<file path="src/regbank_pkg.sv">
// Purpose: Shared constants for the DAC control register bank
// Assumes: Program words are 16 bits, address in [15:9], data in [8:0]
// Notes: Both design files use the word width; reset values and field positions are used by the register bank
package regbank_pkg;
	localparam int WORD_BITS = 16;
	localparam int ADDR_HI = 15;
	localparam int ADDR_LO = 9;
	localparam int DATA_HI = 8;
	localparam logic [6:0] ADDR_LEFT_VOLUME = 7'h00;
	localparam logic [6:0] ADDR_RIGHT_VOLUME = 7'h01;
	localparam logic [6:0] ADDR_CONVERTER_CTRL = 7'h02;
	localparam logic [6:0] ADDR_INTERFACE_CTRL = 7'h03;
	// Volume word fields
	localparam int BIT_APPLY_STROBE = 8;
	localparam logic [7:0] ATTEN_RESET = 8'hff;
	localparam logic [7:0] ATTEN_CODE_MUTE = 8'h00;
	localparam logic [7:0] ATTEN_CODE_TOP = 8'hff;
	// Converter control word fields
	localparam int BIT_SOFT_SILENCE = 0;
	localparam int BIT_EMPHASIS = 1;
	localparam int BIT_LOW_POWER = 2;
	localparam int FORMAT_LO = 3;
	localparam int FORMAT_HI = 5;
	// Interface control word fields
	localparam int BIT_FORMAT_I2S = 0;
	localparam int BIT_FRAME_POLARITY = 1;
	localparam int BIT_RIGHT_FOLLOWS = 2;
	localparam int BIT_PHASE_INVERT = 4;
	localparam int BIT_BIT_CLOCK_INVERT = 5;
	localparam int BIT_ZERO_DETECT = 8;
	localparam logic [2:0] FORMAT_FIELD_RESET = 3'h0;
	localparam logic CTRL_BIT_RESET = 1'b0;
	// Sample counts
	localparam logic [4:0] IGNORE_SAMPLES = 5'h10;
	localparam logic [10:0] ZERO_RUN_SAMPLES = 11'h400;
	// Audio input format kinds
	typedef enum logic [1:0] {
		FMT_RIGHT_JUSTIFIED,
		FMT_LEFT_JUSTIFIED,
		FMT_I2S,
		FMT_DSP
	} format_kind_e;
endpackage : regbank_pkg

</file>
<file path="src/serial_word_shifter.sv">
// Purpose: Collects one 16-bit program word from the serial control pins
// Assumes: Pin inputs are synchronous to clk and much slower than it
// Notes: Bits shift in MSB first on serial clock rise; latch rise delivers the word
`timescale 1ns/10ps
module serial_word_shifter
	import regbank_pkg::*;
(
	input wire logic clk,
	input wire logic rstn,
	input wire logic serial_clock_in,
	input wire logic serial_control_data_in,
	input wire logic serial_latch_in,
	output logic [WORD_BITS-1:0] word_data,
	output logic word_strobe
);
	logic sclk_reg;
	logic latch_reg;
	logic [WORD_BITS-1:0] shift_reg;
	wire sclk_rise = serial_clock_in & ~sclk_reg;
	wire latch_rise = serial_latch_in & ~latch_reg;
	wire [WORD_BITS-1:0] shift_next = {shift_reg[WORD_BITS-2:0], serial_control_data_in};

	always_ff @(posedge clk) begin
		if (!rstn) begin
			sclk_reg <= 1'b0;
			latch_reg <= 1'b0;
			shift_reg <= '0;
			word_data <= '0;
			word_strobe <= 1'b0;
		end else begin
			sclk_reg <= serial_clock_in;
			latch_reg <= serial_latch_in;
			if (sclk_rise) begin
				shift_reg <= shift_next;
			end
			word_strobe <= latch_rise;
			if (latch_rise) begin
				word_data <= shift_reg;
			end
		end
	end
endmodule : serial_word_shifter

</file>
<file path="src/dac_control_registers_attenuation.sv">
// Purpose: Program register bank of a stereo DAC with double-buffered attenuation
// Assumes: Pins synchronous to clk; frame clock rise marks each input sample
// Notes: Registers are write only; their effect is seen on the control outputs
`timescale 1ns/10ps

module dac_control_registers_attenuation
	import regbank_pkg::*;
(
	input wire logic clk,
	input wire logic rstn,
	input wire logic serial_clock_in,
	input wire logic serial_control_data_in,
	input wire logic serial_latch_in,
	input wire logic frame_clock_in,
	input wire logic left_sample_zero,
	input wire logic right_sample_zero,
	output logic [7:0] left_atten_code,
	output logic [7:0] right_atten_code,
	output logic [7:0] left_converter_half_db,
	output logic [7:0] right_converter_half_db,
	output logic left_converter_full_mute,
	output logic right_converter_full_mute,
	output logic soft_silence_select,
	output logic emphasis_filter_on,
	output logic low_power_select,
	output logic [2:0] format_field,
	output logic format_i2s_bit,
	output format_kind_e format_kind,
	output logic [5:0] format_word_bits,
	output logic frame_clock_polarity,
	output logic right_follows_left_volume,
	output logic phase_invert,
	output logic bit_clock_edge_invert,
	output logic zero_run_detect_enable,
	output logic infinite_zero,
	output logic sample_ignore
);
	logic [WORD_BITS-1:0] word_data;
	logic word_strobe;

	// Serial port front end: one strobe per latched 16-bit word
	serial_word_shifter serial_word_shifter_i (
		.clk(clk),
		.rstn(rstn),
		.serial_clock_in(serial_clock_in),
		.serial_control_data_in(serial_control_data_in),
		.serial_latch_in(serial_latch_in),
		.word_data(word_data),
		.word_strobe(word_strobe)
	);

	// Word decode
	wire [6:0] word_addr = word_data[ADDR_HI:ADDR_LO];
	wire [8:0] word_val = word_data[DATA_HI:0];
	wire wr_left = word_strobe && (word_addr == ADDR_LEFT_VOLUME);
	wire wr_right = word_strobe && (word_addr == ADDR_RIGHT_VOLUME);
	wire wr_conv = word_strobe && (word_addr == ADDR_CONVERTER_CTRL);
	wire wr_intf = word_strobe && (word_addr == ADDR_INTERFACE_CTRL);
	wire apply_cmd = (wr_left | wr_right) & word_val[BIT_APPLY_STROBE];
	wire power_down_cmd = wr_conv & word_val[BIT_LOW_POWER];

	// Sample tick from frame clock rise
	logic frame_reg;
	// Outputs load one clock after the tick so they see the freshly loaded active codes
	logic tick_late_reg;
	wire sample_tick = frame_clock_in & ~frame_reg;

	logic [7:0] left_pre_reg;
	logic [7:0] right_pre_reg;
	logic apply_pending_reg;
	logic [7:0] left_active_reg;
	logic [7:0] right_active_reg;
	logic [4:0] ignore_cnt_reg;
	logic [10:0] zero_cnt_reg;

	// Pre-latch contents including the word being written now
	wire [7:0] left_pre_next = wr_left ? word_val[7:0] : left_pre_reg;
	wire [7:0] right_pre_next = wr_right ? word_val[7:0] : right_pre_reg;
	wire apply_now = sample_tick & (apply_pending_reg | apply_cmd);
	wire [7:0] right_effective = right_follows_left_volume ? left_active_reg : right_active_reg;
	wire low_power_select_release = wr_conv & low_power_select & ~word_val[BIT_LOW_POWER];
	wire both_zero = left_sample_zero & right_sample_zero;
	wire zero_run_full = (zero_cnt_reg == ZERO_RUN_SAMPLES);

	// Attenuation register file
	always_ff @(posedge clk) begin
		if (!rstn || power_down_cmd) begin
			left_pre_reg <= ATTEN_RESET;
			right_pre_reg <= ATTEN_RESET;
			left_active_reg <= ATTEN_RESET;
			right_active_reg <= ATTEN_RESET;
			apply_pending_reg <= 1'b0;
		end else begin
			left_pre_reg <= left_pre_next;
			right_pre_reg <= right_pre_next;
			if (apply_now) begin
				left_active_reg <= left_pre_next;
				right_active_reg <= right_pre_next;
			end
			// A new command arriving on a sample tick still takes effect that tick
			apply_pending_reg <= apply_now ? 1'b0 : (apply_pending_reg | apply_cmd);
		end
	end

	// Per-sample effective attenuation and level decode
	always_ff @(posedge clk) begin
		if (!rstn) begin
			frame_reg <= 1'b0;
			tick_late_reg <= 1'b0;
			left_atten_code <= ATTEN_RESET;
			right_atten_code <= ATTEN_RESET;
			left_converter_half_db <= 8'h00;
			right_converter_half_db <= 8'h00;
			left_converter_full_mute <= 1'b0;
			right_converter_full_mute <= 1'b0;
		end else begin
			frame_reg <= frame_clock_in;
			tick_late_reg <= sample_tick;
			if (power_down_cmd) begin
				// Low power returns the outputs to defaults at once, not at the next sample
				left_atten_code <= ATTEN_RESET;
				right_atten_code <= ATTEN_RESET;
				left_converter_half_db <= 8'h00;
				right_converter_half_db <= 8'h00;
				left_converter_full_mute <= 1'b0;
				right_converter_full_mute <= 1'b0;
			end else if (tick_late_reg) begin
				left_atten_code <= left_active_reg;
				right_atten_code <= right_effective;
				left_converter_half_db <= ATTEN_CODE_TOP - left_active_reg;
				right_converter_half_db <= ATTEN_CODE_TOP - right_effective;
				left_converter_full_mute <= (left_active_reg == ATTEN_CODE_MUTE);
				right_converter_full_mute <= (right_effective == ATTEN_CODE_MUTE);
			end
		end
	end

	// Converter control word; power down clears every other setting
	always_ff @(posedge clk) begin
		if (!rstn) begin
			soft_silence_select <= CTRL_BIT_RESET;
			emphasis_filter_on <= CTRL_BIT_RESET;
			low_power_select <= CTRL_BIT_RESET;
			format_field <= FORMAT_FIELD_RESET;
		end else if (power_down_cmd) begin
			soft_silence_select <= CTRL_BIT_RESET;
			emphasis_filter_on <= CTRL_BIT_RESET;
			low_power_select <= 1'b1;
			format_field <= FORMAT_FIELD_RESET;
		end else if (wr_conv) begin
			soft_silence_select <= word_val[BIT_SOFT_SILENCE];
			emphasis_filter_on <= word_val[BIT_EMPHASIS];
			low_power_select <= word_val[BIT_LOW_POWER];
			format_field <= word_val[FORMAT_HI:FORMAT_LO];
		end
	end

	// Interface control word
	always_ff @(posedge clk) begin
		if (!rstn || power_down_cmd) begin
			format_i2s_bit <= CTRL_BIT_RESET;
			frame_clock_polarity <= CTRL_BIT_RESET;
			right_follows_left_volume <= CTRL_BIT_RESET;
			phase_invert <= CTRL_BIT_RESET;
			bit_clock_edge_invert <= CTRL_BIT_RESET;
			zero_run_detect_enable <= CTRL_BIT_RESET;
		end else if (wr_intf) begin
			format_i2s_bit <= word_val[BIT_FORMAT_I2S];
			frame_clock_polarity <= word_val[BIT_FRAME_POLARITY];
			right_follows_left_volume <= word_val[BIT_RIGHT_FOLLOWS];
			phase_invert <= word_val[BIT_PHASE_INVERT];
			bit_clock_edge_invert <= word_val[BIT_BIT_CLOCK_INVERT];
			zero_run_detect_enable <= word_val[BIT_ZERO_DETECT];
		end
	end

	// Format decode; unlisted codes fall back to 16-bit right justified
	wire [3:0] format_code = {format_field[2], format_i2s_bit, format_field[1:0]};
	format_kind_e kind_next;
	logic [5:0] bits_next;
	always_comb begin
		kind_next = FMT_RIGHT_JUSTIFIED;
		bits_next = 6'h10;
		case (format_code)
			4'h0: begin
				kind_next = FMT_RIGHT_JUSTIFIED;
				bits_next = 6'h10;
			end
			4'h1: begin
				kind_next = FMT_RIGHT_JUSTIFIED;
				bits_next = 6'h14;
			end
			4'h2: begin
				kind_next = FMT_RIGHT_JUSTIFIED;
				bits_next = 6'h18;
			end
			4'h3: begin
				kind_next = FMT_LEFT_JUSTIFIED;
				bits_next = 6'h18;
			end
			4'h4: begin
				kind_next = FMT_I2S;
				bits_next = 6'h10;
			end
			4'h5: begin
				kind_next = FMT_I2S;
				bits_next = 6'h18;
			end
			4'h6: begin
				kind_next = FMT_I2S;
				bits_next = 6'h14;
			end
			4'h7: begin
				kind_next = FMT_LEFT_JUSTIFIED;
				bits_next = 6'h14;
			end
			4'h8: begin
				kind_next = FMT_DSP;
				bits_next = 6'h10;
			end
			4'h9: begin
				kind_next = FMT_DSP;
				bits_next = 6'h14;
			end
			4'ha: begin
				kind_next = FMT_DSP;
				bits_next = 6'h18;
			end
			4'hb: begin
				kind_next = FMT_DSP;
				bits_next = 6'h20;
			end
			4'hc: begin
				kind_next = FMT_LEFT_JUSTIFIED;
				bits_next = 6'h10;
			end
			default: begin
				kind_next = FMT_RIGHT_JUSTIFIED;
				bits_next = 6'h10;
			end
		endcase
	end

	// Registered so the decoded kind settles one clock after the fields
	always_ff @(posedge clk) begin
		if (!rstn) begin
			format_kind <= FMT_RIGHT_JUSTIFIED;
			format_word_bits <= 6'h10;
		end else begin
			format_kind <= kind_next;
			format_word_bits <= bits_next;
		end
	end

	// Sample ignore window after leaving low power
	always_ff @(posedge clk) begin
		if (!rstn) begin
			ignore_cnt_reg <= 5'h00;
		end else if (low_power_select_release) begin
			ignore_cnt_reg <= IGNORE_SAMPLES;
		end else if (sample_tick && ignore_cnt_reg != 5'h00) begin
			ignore_cnt_reg <= ignore_cnt_reg - 5'h01;
		end
	end
	assign sample_ignore = (ignore_cnt_reg != 5'h00);

	// Zero-run detector with automute flag
	// Counter saturates at the run length so a long silence cannot wrap the flag off
	always_ff @(posedge clk) begin
		if (!rstn || !zero_run_detect_enable) begin
			zero_cnt_reg <= 11'h000;
			infinite_zero <= 1'b0;
		end else if (sample_tick) begin
			if (!both_zero) begin
				zero_cnt_reg <= 11'h000;
				infinite_zero <= 1'b0;
			end else if (!zero_run_full) begin
				zero_cnt_reg <= zero_cnt_reg + 11'h001;
				infinite_zero <= (zero_cnt_reg + 11'h001 == ZERO_RUN_SAMPLES);
			end
		end
	end
endmodule : dac_control_registers_attenuation

</file>
<file path="config.mk">
export PLATFORM = sky130hd
export DESIGN_NAME = dac_control_registers_attenuation
export DESIGN_NICKNAME = d
export VERILOG_FILES = /design/src/regbank_pkg.sv /design/src/serial_word_shifter.sv /design/src/dac_control_registers_attenuation.sv
export SDC_FILE = /design/constraint.sdc
export NUM_CORES = 1
export LEC_CHECK = 0
export ABC_AREA = 1
export BUFFER_PORTS_ARGS = -buffer_cell sky130_fd_sc_hd__buf_2
export CAP_MARGIN = 20
export CORE_MARGIN = 2
export CORE_UTILIZATION = 25
export CTS_CLUSTER_DIAMETER = 80
export DETAILED_ROUTE_END_ITERATION = 16
export SLEW_MARGIN = 20
export SYNTH_ARGS = -nofsm -noshare
export SYNTH_HDL_FRONTEND = slang
export SYNTH_SLANG_ARGS = --single-unit
</file>
<file path="constraint.sdc">
create_clock -name clk -period 2.05 [get_ports clk]
set_input_delay 0.3075 -clock clk [delete_from_list [all_inputs] [get_ports clk]]
set_output_delay 0.3075 -clock clk [all_outputs]
set_load 0.05 [all_outputs]
</file>
Word-level counts from Yosys, hierarchy flattened
Memory sizes are Yosys's and may differ from the RTL's. A register that Yosys moved wholly into a read port is not among the register bits.
Cells that the tools add are included.
{"block": "totals", "romBits": 96, "in_bits": 8, "ramBits": 0, "latch_bits": 0, "mem_count": 1, "elab_cells": 91, "register_bits": 139}
{"name": "(name not given)", "depth": 16, "width": 6, "rd": 1, "rd_ports_with_merged_regs": 1, "write_ports": 0, "line": "dac_control_registers_attenuation.sv:184", "source": "case (format_code)"}
{"block": "classes", "n_reduce_logical": 20, "n_lt_le_gt_ge": 0, "n_mux": 11, "n_div": 0, "n_eq_ne": 6, "addsub": 4, "bitwise_logic": 16, "shift": 0, "mul": 0}
{"op": "$mux 8", "n": 3}
{"op": "$eq 11x11->1 const B", "n": 2}
{"op": "$mux 11", "n": 2}
{"op": "$logic_not 8->1", "n": 2}
{"op": "$sub 8x8->8 const A", "n": 2}
{"op": "$eq 7x2->1 const B", "n": 2}
{"op": "$add 11x1->11 const B", "n": 1}
{"op": "$mux 5", "n": 2}
{"op": "$and 1x1->1", "n": 9}
{"op": "$eq 7x1->1 const B", "n": 1}
{"op": "$logic_not 7->1", "n": 1}
{"op": "$reduce_or 2->1", "n": 3}
{"op": "$logic_and 1x1->1", "n": 5}
{"op": "$not 1->1", "n": 5}
{"op": "$reduce_bool 5->1", "n": 1}
{"op": "$sub 5x1->5 const B", "n": 1}
{"op": "$mux 1", "n": 4}
{"op": "$reduce_bool 2->1", "n": 2}
{"op": "$logic_not 1->1", "n": 3}
{"op": "$logic_or 1x1->1", "n": 2}
{"op": "$ne 2x2->1 const B", "n": 1}
{"op": "$or 1x1->1", "n": 2}
{"op": "$reduce_and 2->1", "n": 1}

Logic depth before layout (Yosys ltp)
{"block": "logic_depth", "ltp_word": 7, "mapped_depth": 11, "mapped_depth_nobuf": 10}

By module
A second synthesis with hierarchy kept.
{"block": "unflattened", "hier_cells": 789, "hier_area_um2": 5851.9}
{"mod": "dac_control_registers_attenuation", "n_inst": 1, "area_per_inst_um2": 4410.5, "cells_each": 586, "seq_area_each_um2": 2082.0}
{"mod": "serial_word_shifter", "n_inst": 1, "area_per_inst_um2": 1441.4, "cells_each": 203, "seq_area_each_um2": 700.7}

Least setup slack after synthesis
OpenSTA, ideal clock, no wires.
{"block": "synth_timing", "path_kind": "flip-flop to flip-flop", "start": "reg ignore_cnt_reg[0]", "end": "reg ignore_cnt_reg[1]", "arrival_ns": 1.641, "setup_ns": 0.070, "t_required_ns": 1.980, "path_stages_with_launch": 9, "setup_slack_ns": 0.340, "synth_period_minus_slack_ns": 1.710, "path_cell_list": "dfxtp_1 -> inv_1 -> ha_1 -> inv_1 -> nor3_1 -> nand2_1 -> nand2_1 -> or2_2 -> a21oi_1"}
{"block": "synth_between", "elab_chain_cells": 2}
{"item": "start: declaration", "line": "dac_control_registers_attenuation.sv:73", "source": "logic [4:0] ignore_cnt_reg;"}
{"item": "start signal: assignment", "line": "dac_control_registers_attenuation.sv:262", "source": "ignore_cnt_reg <= ignore_cnt_reg - 5'h01;"}
{"item": "$reduce_bool 5->1"}
{"item": "net sample_ignore", "line": "dac_control_registers_attenuation.sv:36", "source": "output logic sample_ignore"}
{"item": "$logic_and 1x1->1", "line": "dac_control_registers_attenuation.sv:261", "source": "end else if (sample_tick && ignore_cnt_reg != 5'h00) begin"}
The timed path passes the listed nets, and every way through them passes these cells.
A chain may end at the register's enable or synchronous reset.

Worst setup path in the final report
{"block": "layout_timing", "start": "reg ignore_cnt_reg[0]", "end": "out sample_ignore"}
{"block": "layout_between", "elab_chain_cells": 1}
{"item": "$reduce_bool 5->1", "line": "dac_control_registers_attenuation.sv:265", "source": "assign sample_ignore = (ignore_cnt_reg != 5'h00);"}
{"item": "end: declaration", "line": "dac_control_registers_attenuation.sv:36"}
No other way between the ends.

==> results.md <==
- Outcome: finished, final reports clean
- Cell mode on critical path: inv_1
- Htree depth: 4
- Slowest-stage cell, CP: dfxtp_1
- Worst Skew: 9.418 ps
- Minimum clock period: ~1800 ps
- Count leader, synth: nand2_1
- Initial detailed-routing violation count: around 310
- Number of setup violations in the final report: 0
- Worst hold margin: 85.30 ps
- Global route overflow: 0
- Antenna Cells: 0
- CP Class: flop to output port
- Post-synth top cells: nand2_1 (159), dfxtp_1 (139), o21ai_0 (73)
- Total number of vias: 4545
- Worst path arrival time: between 1500 and 2000 ps
- Layout cells sized above 1: between 10% and 20%
- #FFs+latches synth: 139
- Setup bufs post-CTS: 0
- Type of origin of the critical path: flop
- Routed Antenna Nets: 0
- Drt pass-1 iters: 5
- Synthesized area: 5530 um^2
- Synth unique cells: 37
- Die area: approximately 23000 um^2
- Final worst slack: 233.2 ps
- Endpoints failing hold: 0
- CP Data Required Time: 1740 ps
- IO Count: 64
- Post-route DRC: 0
- Fill count: about 2.3k
- Wirelength per Cell: 11.88 um
- Worst flop-to-flop path endpoint: serial_word_shifter_i.shift_reg[2]$_SDFFE_PN0P_
- Largest cells by area after synthesis: dfxtp_1 (50%), nand2_1 (11%), o21ai_0 (6.6%)
- Hpwl dp: around 8900 um
- Antenna violations before repair: 0
- Worst r2r src: serial_word_shifter_i.sclk_reg$_SDFF_PN0_
- Design Area, Final: between 6000 and 7000 um^2
- Hold path cells: 3
- Yosys warnings: 0
- CTS Sinks: 139
- Fin nets: 784
- DP Cell Count: 1033
- Layout Utilization: 30.87%
- Max Cap Viol: 0
- Total power: 6.518 mW
- FMAX: 550.4 MHz
- CTS Buf Count: 17
- Buf/Inv on CP: 3
- Post-synth top area share: between 50% and 60%
- Reg2reg path depth: 4
- Area leader, netlist: dfxtp_1
- Worst slack, placed: around 92 ps
- Hold Path End: serial_word_shifter_i.sclk_reg$_SDFF_PN0_
- Pins Over Slew Limit: 0
- Cells after synthesis: 715
- Vias in the first global route: 4246
- Die Ht: 152.7 um
- VDD IR max: 381.9 uV
- Crit path max-delay family: buffers and inverters
- Hold Startpoint: serial_clock_in
- Reg clk slew, reported paths: around 60 ps
- Tot GR Track Use: a little under an eighth
- Commonest register cell after synthesis: dfxtp_1
- Row Count: 54
- Non-Filler Instances: 1065
- Avg Cell Area, Syn: between 7 and 8 um^2
- Die width: 152.7 um
- CTS Hold Buffers Added: 0
- CTS Buffer Depth: 2
- CTS tree: done
- GPL Wtd Cong: 0.7829
- Register area: 2783 um^2
- Period utilization: 88.62%
- Power per standard cell area: 970.4 nW/um^2
- Core area: 21760 um^2
- Crit path max fanout: 3
- Clk Latency, worst-skew pair: 420 ps
- Multi-input gate area: 2326 um^2
- Register area share after synthesis: between 50% and 60%
- Ys async rst share: 0%
- CP cell instances: inv_1, ha_1, inv_1, nor3_1, nand2_1, buf_2
- Total routed wirelength: ~13000 um
- Slew HR: 42.38%
- Cell Area, Placed: 6083 um^2
- Tightest Pin Transition: 861.1 ps
- Clock root buffer master: clkbuf_16
- Initial Utilization: 25.42%
- Area Growth Syn to Fin: 21.45%
- Static Leak: 2.828 nW
- RSZ-0062 raised after global routing: no
- Setup TNS Final: 0 ps
- Port-buffer cells: 61
- First-pass GRT wire length: between 20000 and 25000 um
- Resized cells post-CTS: 0
- CP endpoint kind: output port
- CP peak stage delay: 320 ps
- Worst Hold Class: input pin to flop
- Detailed-route vias per instance: 4.268
- Post-synth EDFFs: 0
- R2R setup slack: 250 ps
- Largest net degree at the start of global routing: 40
placed cells by master (no fill, tap or decap), types with 4 or more instances in the layout:
| cell type | count |
|---|---|
| nand3_1 | 40 |
| inv_1 | 61 |
| o21ai_0 | 73 |
| bufinv_16 | 4 |
| buf_2 | 61 |
| dfxtp_1 | 139 |
| nand4_1 | 4 |
| or2_2 | 5 |
| nor3_1 | 8 |
| nand3_2 | 13 |
| clkbuf_16 | 17 |
| nand2_1 | 159 |
| buf_4 | 7 |
| nor2_1 | 69 |
| ha_1 | 4 |
| nand2_2 | 14 |
| a21oi_1 | 57 |
| or2_1 | 13 |
tightest hold or removal path: stages:
cell and delay [ps]:
buf_2 90, nand2_1 50, inv_1 40
cell families (layout without fill, tap and decap cells):
logic type,after synthesis,after routing,synth area share (%)
AND/OR/NAND/NOR,336,336,28.19
flip-flops,139,139,50.32
AO/OA/AOI/OAI,137,137,12.67
buffers and inverters,97,166,7.692
adder cells (fa/ha/maj),4,4,0.9050
other,1,2,0.06781
XOR/XNOR,1,1,0.1584
worst max-delay path by stage:
| stage | slack (ps) | to | from | cells past startpoint |
|---|---|---|---|---|
| finish | 230 | sample_ignore | ignore_cnt_reg[0]$_SDFFE_PP0P_ | 6 |
| global placement | 130 | serial_word_shifter_i.shift_reg[9]$_SDFFE_PN0P_ | serial_clock_in | 6 |
| floorplan | 340 | ignore_cnt_reg[1]$_SDFFE_PP0P_ | ignore_cnt_reg[0]$_SDFFE_PP0P_ | 8 |
| global route | 10 | serial_word_shifter_i.shift_reg[1]$_SDFFE_PN0P_ | serial_word_shifter_i.sclk_reg$_SDFF_PN0_ | 4 |
| detailed placement | 90 | serial_word_shifter_i.shift_reg[1]$_SDFFE_PN0P_ | serial_clock_in | 6 |
| CTS | 210 | sample_ignore | ignore_cnt_reg[0]$_SDFFE_PP0P_ | 6 |
cell type report:
class                           instances  share of cell area, %
Sequential cell                       139                  41.43
Multi-Input combinational cell        480                  34.63
Clock buffer                           19                  6.595
Timing Repair Buffer                   69                  5.626
Tap cell                              280                  5.216
Inverter                               65                  3.670
Clock inverter                         13                  2.832
report_power, final:
group	switching, mW	total (mW)	internal [mW]
Sequential	0.0504	2.83	2.78
Clock	1.20	3.28	2.08
Combinational	0.293	0.405	0.112
Total	1.54	6.52	4.97
routing by layer:
metal	track usage, %	vias to the layer above	share of wire [%]
met5	0	-	0
met4	4.806	0	1.6
met3	3.072	19	4.1
met2	17.36	79	43
met1	14.95	2031	51
li1	-	2416	-
Note: power is estimated with default switching activity, not from simulation.
